--- config.mk ---
export PLATFORM = sky130hd
export DESIGN_NAME = idio_top
export DESIGN_NICKNAME = d
export VERILOG_FILES = /design/src/verilog/idio_pkg.sv /design/src/verilog/idio_sync3.sv /design/src/verilog/idio_top.sv
export VERILOG_INCLUDE_DIRS = /design/src /design/src/verilog
export SDC_FILE = /design/constraint.sdc
export NUM_CORES = 1
export LEC_CHECK = 0
export BUFFER_PORTS_ARGS = -buffer_cell sky130_fd_sc_hd__buf_2
export CAP_MARGIN = 20
export CELL_PAD_IN_SITES_DETAIL_PLACEMENT = 0
export CELL_PAD_IN_SITES_GLOBAL_PLACEMENT = 2
export CORE_UTILIZATION = 32
export DETAILED_ROUTE_END_ITERATION = 10
export GPL_TIMING_DRIVEN = 0
export PLACE_DENSITY = 0.73
export REMOVE_ABC_BUFFERS = 1
export SLEW_MARGIN = 20
export SYNTH_ARGS = -nofsm -noshare
export SYNTH_HDL_FRONTEND = slang
export SYNTH_HIERARCHICAL = 1
export SYNTH_SLANG_ARGS = --single-unit
--- constraint.sdc ---
create_clock -name clk -period 1.8 [get_ports clk]
set_clock_uncertainty 0.05 [all_clocks]
set_input_delay 0.18 -clock clk [delete_from_list [all_inputs] [get_ports clk]]
set_output_delay 0.18 -clock clk [all_outputs]
set_load 0.1 [all_outputs]
--- src/verilog/idio_consts.svh ---
// Purpose: Offsets, field positions and reset values of the isolated digital I/O block
// Assumes: Word-indexed plain register port, 16-bit data
// Notes:   Definitions only
`ifndef IDIO_CONSTS_SVH
`define IDIO_CONSTS_SVH

`define IDIO_ADDR_W         4
`define IDIO_DATA_W         16
`define IDIO_NUM_CH         16
`define IDIO_NUM_SRC        8

// Register offsets
`define IDIO_OFF_INPUTS     4'h0
`define IDIO_OFF_PORT1      4'h1
`define IDIO_OFF_PORT2      4'h2
`define IDIO_OFF_CHAN_SEL   4'h3
`define IDIO_OFF_CHAN_LVL   4'h4
`define IDIO_OFF_OUTPUTS    4'h5
`define IDIO_OFF_IRQ_SRC    4'h6

// Interrupt source bit positions
`define IDIO_SRC_EVENT1     0
`define IDIO_SRC_EVENT2     1
`define IDIO_SRC_CNT1       2
`define IDIO_SRC_CNT2       3
`define IDIO_SRC_CNT3       4
`define IDIO_SRC_WDOG       5
`define IDIO_SRC_VOLT       6
`define IDIO_SRC_SHORT      7

// Reset values
`define IDIO_RST_OUTPUTS    16'h0000
`define IDIO_RST_SRC        8'h00
`define IDIO_RST_CHAN_SEL   4'h0
`define IDIO_RST_RDATA      16'h0000

`endif

--- src/verilog/idio_pkg.sv ---
// Purpose: Types shared by the isolated digital I/O block
// Assumes: Constants live in idio_consts.svh
// Notes:   Types only
package idio_pkg;
    typedef logic [15:0] idio_word_type;
    typedef logic [7:0]  idio_byte_type;
endpackage

--- src/verilog/idio_sync3.sv ---
// Purpose: Three-stage synchroniser with agreement filter for one pin
// Assumes: Single clock clk, synchronous active-high reset
// Notes:   Output changes only when stages two and three agree
`timescale 1ns/100ps
`default_nettype none
module idio_sync3 (
    input  wire logic clk,
    input  wire logic rst,
    input  wire logic pin,
    output var  logic level
);
    logic s1_q;
    logic s2_q;
    logic s3_q;
    logic lvl_q;
    wire  agree = (s2_q == s3_q);

    always_ff @(posedge clk) begin
        if (rst) begin
            s1_q  <= 1'b0;
            s2_q  <= 1'b0;
            s3_q  <= 1'b0;
            lvl_q <= 1'b0;
        end else begin
            s1_q <= pin;
            s2_q <= s1_q;
            s3_q <= s2_q;
            if (agree) begin
                lvl_q <= s3_q;
            end
        end
    end

    assign level = lvl_q;
endmodule
`default_nettype wire

--- src/verilog/idio_top.sv ---
// Purpose: Isolated 16-in/16-out digital port with interrupt source byte
// Assumes: 10 MHz clk, synchronous active-high rst, plain register port
// Notes:   Source byte clears on read; set wins over the read clear
//
// Overview of operation
// - Source byte bits are event1, event2, counters 1..3, watchdog, voltage and short.
// - Several source bits may be set together and are all seen in one read.
// - Host learns whether an interrupt was raised and which cause from the source byte.
// - All sixteen inputs read as one 16-bit word captured in one access.
// - Input 1 sits at bit 0 and input 16 at bit 15; one means voltage present.
// - Either input port 1 or 2 reads alone as a byte, input 1 lowest in port 1.
// - Any single input 1 to 16 reads as 0 for low and 1 for high.
// - One 16-bit write sets all outputs, one drives on, output 1 at bit 0.
//
// Design decisions made here: the placing of the registers and the plain strobed port.
`timescale 1ns/100ps
`default_nettype none
`include "idio_consts.svh"
module idio_top
    import idio_pkg::*;
(
    input  wire logic                     clk,
    input  wire logic                     rst,
    input  wire logic [`IDIO_ADDR_W-1:0]  addr,
    input  wire logic [`IDIO_DATA_W-1:0]  wdata,
    input  wire logic                     wr,
    input  wire logic                     rd,
    output var  logic [`IDIO_DATA_W-1:0]  rdata,
    input  wire logic [`IDIO_NUM_CH-1:0]  din_pins,
    output var  logic [`IDIO_NUM_CH-1:0]  dout_pins,
    input  wire logic [`IDIO_NUM_SRC-1:0] src_pulse,
    output var  logic                     irq
);
    // ************************************
    // Input synchronisers
    // ************************************
    idio_word_type din_sync;

    genvar gi;
    generate
        for (gi = 0; gi < `IDIO_NUM_CH; gi++) begin : g_sync
            idio_sync3 u_sync (
                .clk   (clk),
                .rst   (rst),
                .pin   (din_pins[gi]),
                .level (din_sync[gi])
            );
        end
    endgenerate

    // ************************************
    // Registers
    // ************************************
    idio_word_type  out_q;
    idio_byte_type  src_q;
    logic [3:0]     chan_sel_q;
    idio_word_type  rdata_q;
    logic           irq_q;

    wire wr_out  = wr && (addr == `IDIO_OFF_OUTPUTS);
    wire wr_sel  = wr && (addr == `IDIO_OFF_CHAN_SEL);
    wire rd_src  = rd && (addr == `IDIO_OFF_IRQ_SRC);
    wire rd_word = rd && (addr == `IDIO_OFF_INPUTS);
    wire rd_prt1 = rd && (addr == `IDIO_OFF_PORT1);
    wire rd_prt2 = rd && (addr == `IDIO_OFF_PORT2);
    wire rd_sel  = rd && (addr == `IDIO_OFF_CHAN_SEL);
    wire rd_lvl  = rd && (addr == `IDIO_OFF_CHAN_LVL);
    wire rd_out  = rd && (addr == `IDIO_OFF_OUTPUTS);

    // Set wins over the read clear
    idio_byte_type src_d;
    assign src_d = (rd_src ? `IDIO_RST_SRC : src_q) | src_pulse;

    wire single_lvl = din_sync[chan_sel_q];

    idio_word_type rd_mux;
    assign rd_mux =
        (addr == `IDIO_OFF_INPUTS)   ? din_sync :
        (addr == `IDIO_OFF_PORT1)    ? {8'h00, din_sync[7:0]} :
        (addr == `IDIO_OFF_PORT2)    ? {8'h00, din_sync[15:8]} :
        (addr == `IDIO_OFF_CHAN_SEL) ? {12'h000, chan_sel_q} :
        (addr == `IDIO_OFF_CHAN_LVL) ? {15'h0000, single_lvl} :
        (addr == `IDIO_OFF_OUTPUTS)  ? out_q :
        (addr == `IDIO_OFF_IRQ_SRC)  ? {8'h00, src_q} :
        16'h0000;

    // ************************************
    // Output register
    // ************************************
    always_ff @(posedge clk) begin
        if (rst) begin
            out_q <= `IDIO_RST_OUTPUTS;
        end else if (wr_out) begin
            out_q <= wdata;
        end
    end

    // ************************************
    // Channel select register
    // ************************************
    always_ff @(posedge clk) begin
        if (rst) begin
            chan_sel_q <= `IDIO_RST_CHAN_SEL;
        end else if (wr_sel) begin
            chan_sel_q <= wdata[3:0];
        end
    end

    // ************************************
    // Source byte and request
    // ************************************
    always_ff @(posedge clk) begin
        if (rst) begin
            src_q <= `IDIO_RST_SRC;
            irq_q <= 1'b0;
        end else begin
            src_q <= src_d;
            irq_q <= |src_d;
        end
    end

    // ************************************
    // Read data register
    // ************************************
    always_ff @(posedge clk) begin
        if (rst) begin
            rdata_q <= `IDIO_RST_RDATA;
        end else begin
            rdata_q <= rd ? rd_mux : 16'h0000;
        end
    end

    assign rdata     = rdata_q;
    assign dout_pins = out_q;
    assign irq       = irq_q;
endmodule
`default_nettype wire

==> load_flow_metrics.sql <==
INSERT INTO impl_metrics (metric_group, metric, value, unit) VALUES
('pwr', 'p_total', '4.63', 'mW'),
('route', 'num_vias', '2959', ''),
('logic_synthesis', 'synth.cell_area', '3800', 'sq um'),
('critical_path', 'critical_path_s_slowest_cell', 'dfxtp_1', ''),
('timing', 'final.hold.worst_slack', '0.00233', 'ns'),
('pwr', 'leakage', '1.85', 'nW'),
('critical_path', 'worst-r2r-cell-count', '5', ''),
('final_layout', 'fillers', '1177', ''),
('logic_synthesis', 'synth_cells', '398', ''),
('hold_path', 'holdCritPathClass', 'in2reg', ''),
('critical_path', 'worst-endpoint-required', '2.00', 'ns'),
('clock_tree', 'clockBufferDepth', '2', ''),
('clock_tree', 'clock_tree_root_driver_cell', 'clkbuf_16', ''),
('logic_synthesis', 'ys_seq_area_share', '57.5', '%'),
('timing', 'final_critical_path_setup_slack', '0.121', 'ns'),
('timing', 'setup_viol', '0', ''),
('die', 'die-area', '12300', 'sq um'),
('global_routing', 'grt_overflow', '0', ''),
('timing', 'rsz0062_at_grt', 'no', ''),
('global_routing', 'grt_pass1_wl', '14500', 'microns'),
('final_layout', 'area_delta_synth_final', '23.4', '%'),
('critical_path', 'critical_path_start_end_classification', 'reg2reg', ''),
('outcome', 'status', 'complete, no violations', ''),
('hold_path', 'holdPathStages', '2', ''),
('clock_tree', 'post_cts_buffers', '0', ''),
('logic_synthesis', 'post_synth.cell_area_avg', '9.54', 'sq um'),
('critical_path', 'critical_path.startpoint_type', 'flop', ''),
('clock_tree', 'total_clock_buffers_created_by_cts', '9', ''),
('global_routing', 'first_global_vias', '2908', ''),
('clock_tree', 'htreeDepth', '3', ''),
('place', 'post-dp-hpwl', '6210', 'microns'),
('timing', 'layout_min_cycle_time', '1.68', 'ns'),
('critical_path', 'critical_path_peak_fanout', '7', ''),
('critical_path', 'critical_path.endpoint_type', 'flop', ''),
('timing', 'tightestPinTransition', '0.532', 'ns'),
('route', 'drt-total-wl', '8920', 'microns'),
('die', 'die_w', '111', 'microns'),
('job', 'maxCapViolCount', '0', ''),
('die', 'chipHeight', '111', 'microns'),
('route', 'drt_pass1_iterations', '6', ''),
('die', 'num_io_pins', '81', ''),
('critical_path', 'worstSetupPathDepth', '5', ''),
('route', 'ant_nets', '0', ''),
('final_layout', 'fin_nets', '533', ''),
('place', 'port_buffers', '80', ''),
('timing', 'timing.fmax', '596', 'MHz'),
('global_routing', 'grt_use_total', '15.0', '%'),
('critical_path', 'cp.buffers_inverters', '0', ''),
('clock_tree', 'clk_pin_slew', '0.07', 'ns'),
('clock_tree', 'cts_tree', 'done', ''),
('route', 'drc', '0', ''),
('die', 'floorplan.core_area', '11500', 'sq um'),
('global_routing', 'maximum_number_of_pins_on_one_net_before_global_route_repair', '60', ''),
('clock_tree', 'worst_skew_pair.late_latency', '0.34', 'ns'),
('route', 'detail_route.iter0.violations', '147', ''),
('pwr', 'ir_worst_vdd', '596', 'uV'),
('route', 'route.detailed.wl_per_inst', '14.1', 'microns'),
('final_layout', 'layout-drive-gt1-share', '21.5', '%'),
('timing', 'maxSlewViolCount', '0', ''),
('place', 'pre_cts_ws', '-0.700', 'ns'),
('timing', 'max_slew_margin', '64.5', '%'),
('place', 'globalplace.congestion', '0.750', ''),
('timing', 'finalHoldViolCount', '0', ''),
('final_layout', 'final_core_utilization', '40.9', '%'),
('logic_synthesis', 'yosysWarnings', '6', ''),
('logic_synthesis', 'number_of_flip_flops_and_latches_in_the_synthesized_netlist', '109', ''),
('timing', 'final_min_period_over_clock_period', '93.3', '%'),
('final_layout', 'n_antenna_cell', '0', ''),
('clock_tree', 'clock_sink_count', '109', ''),
('critical_path', 'critical-path-top-delay-family', 'multiplexers', ''),
('pwr', 'powerDensity', '989', 'nW/um^2'),
('logic_synthesis', 'synth_cell_type_count', '33', ''),
('route', 'avgViaCountPerCell', '4.68', ''),
('critical_path', 'crit_chain', 'mux2i_1, mux4_2, nand3_1, o2111ai_1, a41oi_1', ''),
('critical_path', 'arrival_time_worst_endpoint', '1.88', 'ns'),
('global_routing', 'grt_antenna_before_repair', '0', ''),
('die', 'rows', '39', ''),
('die', 'floorplan.initialDensity', '33.1', '%'),
('critical_path', 'maximum_single_stage_delay_on_the_critical_path', '0.51', 'ns');
-- synth_stat cells --
| master | number | area [sq um] |
|---|---|---|
| nand4_1 | 1 | 6.26 |
| buf_6 | 2 | 22.5 |
| nor2b_4 | 1 | 13.8 |
| a22o_1 | 4 | 35.0 |
| and2_1 | 1 | 6.26 |
| nor3b_1 | 1 | 7.51 |
| nor2b_1 | 55 | 344 |
| o21ai_0 | 7 | 35.0 |
| o21ai_1 | 16 | 80.1 |
| nor2_1 | 22 | 82.6 |
| clkbuf_1 | 7 | 26.3 |
| a21oi_2 | 2 | 17.5 |
| or3_1 | 1 | 6.26 |
| o22ai_1 | 4 | 25.0 |
| nand2b_1 | 5 | 31.3 |
| a21oi_1 | 49 | 245 |
| mux4_2 | 3 | 67.6 |
| mux2i_1 | 9 | 90.1 |
| nand3_1 | 6 | 30.0 |
| a31oi_1 | 1 | 6.26 |
| buf_2 | 1 | 5.00 |
| nor2_2 | 1 | 6.26 |
| o2111ai_1 | 1 | 8.76 |
| a41oi_1 | 1 | 8.76 |
| nor3_1 | 1 | 5.00 |
| nand2_1 | 62 | 233 |
| a22oi_1 | 8 | 60.1 |
| buf_4 | 4 | 30.0 |
| inv_1 | 4 | 15.0 |
| o21bai_1 | 4 | 30.0 |
| dfxtp_1 | 109 | 2180 |
| and3b_1 | 1 | 8.76 |
| nor4_1 | 4 | 25.0 |
-- routing by layer --
metal  track usage, %  part of all wire [%]  up-vias
li1                 -                     -     1522
met1             19.7                    49     1380
met2             23.5                    45       49
met3             4.43                   4.2        8
met4             4.80                   1.4        0
met5                0                     0        -
-- sequential cells by signal, summed over array words and instances, names as in the netlist --
register and cells:
dout_pins 16, g_sync.u_sync/level 16, g_sync.u_sync/s1_q 16, g_sync.u_sync/s2_q 16, g_sync.u_sync/s3_q 16, rdata 16, src_q 8, chan_sel_q 4
irq 1
-- timing repair --
action                                  4_1_cts  5_1_grt
gates resized for setup                       3        1
endpoints found under the setup margin       16        3
hold endpoints to repair                      9        0
hold buffers                                  9        0
-- cells by family after synthesis --
logic type | Yosys count | share of synthesized area (%)
AO/OA/AOI/OAI | 97 | 14.5
buffers and inverters | 18 | 2.60
flip-flops | 109 | 57.5
multiplexers | 12 | 4.15
AND/OR/NAND/NOR | 162 | 21.2
-- worst register-to-register path: cells and delay by family, from the launching register on --
kind | cells | cell delay (ns)
multiplexers | 2 | 0.60
flip-flops | 1 | 0.51
AO/OA/AOI/OAI | 2 | 0.33
AND/OR/NAND/NOR | 1 | 0.10
-- where the power goes --
part,internal [mW],total [mW],switching [mW]
registers,2.48,2.51,0.0346
clock network,0.967,1.79,0.828
logic,0.125,0.326,0.200
total,3.57,4.63,1.06
-- placed cells by master, fill, tap and decap left out, types with 9 or more instances in the layout --
| cell type | instances |
|---|---|
| nor2_1 | 22 |
| o21ai_1 | 16 |
| buf_2 | 79 |
| dlygate4sd3_1 | 9 |
| clkbuf_16 | 9 |
| mux2i_1 | 9 |
| dfxtp_1 | 109 |
| a21oi_1 | 49 |
| nor2b_1 | 55 |
| nand2_1 | 61 |
-- stage by stage --
stage	std cells	TNS [ns]	area (sq um)
after global routing	632	0	4680
after CTS	632	0	4680
after floorplan	384	0	3710
after detailed placement	608	-11.14	4320
after global placement	607	-20.33	4290
final	632	0	4680
-- path summary, 6_finish.rpt --
check,from,to,slack (ns)
min,din_pins[11],g_sync[11].u_sync/s1_q,0.002
max reg2reg,chan_sel_q[1],rdata[0],0.12
min reg2reg,g_sync[10].u_sync/s1_q,g_sync[10].u_sync/s2_q,0.39
max,chan_sel_q[1],rdata[0],0.12
-- area by class of cell --
class / count / area, sq um / area share, %
multi-input combinational: 271 / 1520 / 32.5
timing repair buffer: 90 / 520 / 11.1
clock inverter: 4 / 23.8 / 0.507
sequential: 109 / 2180 / 46.6
tap: 143 / 179 / 3.82
inverter: 4 / 15.0 / 0.321
clock buffer: 11 / 243 / 5.18
Power figures use the tool's default switching activity.
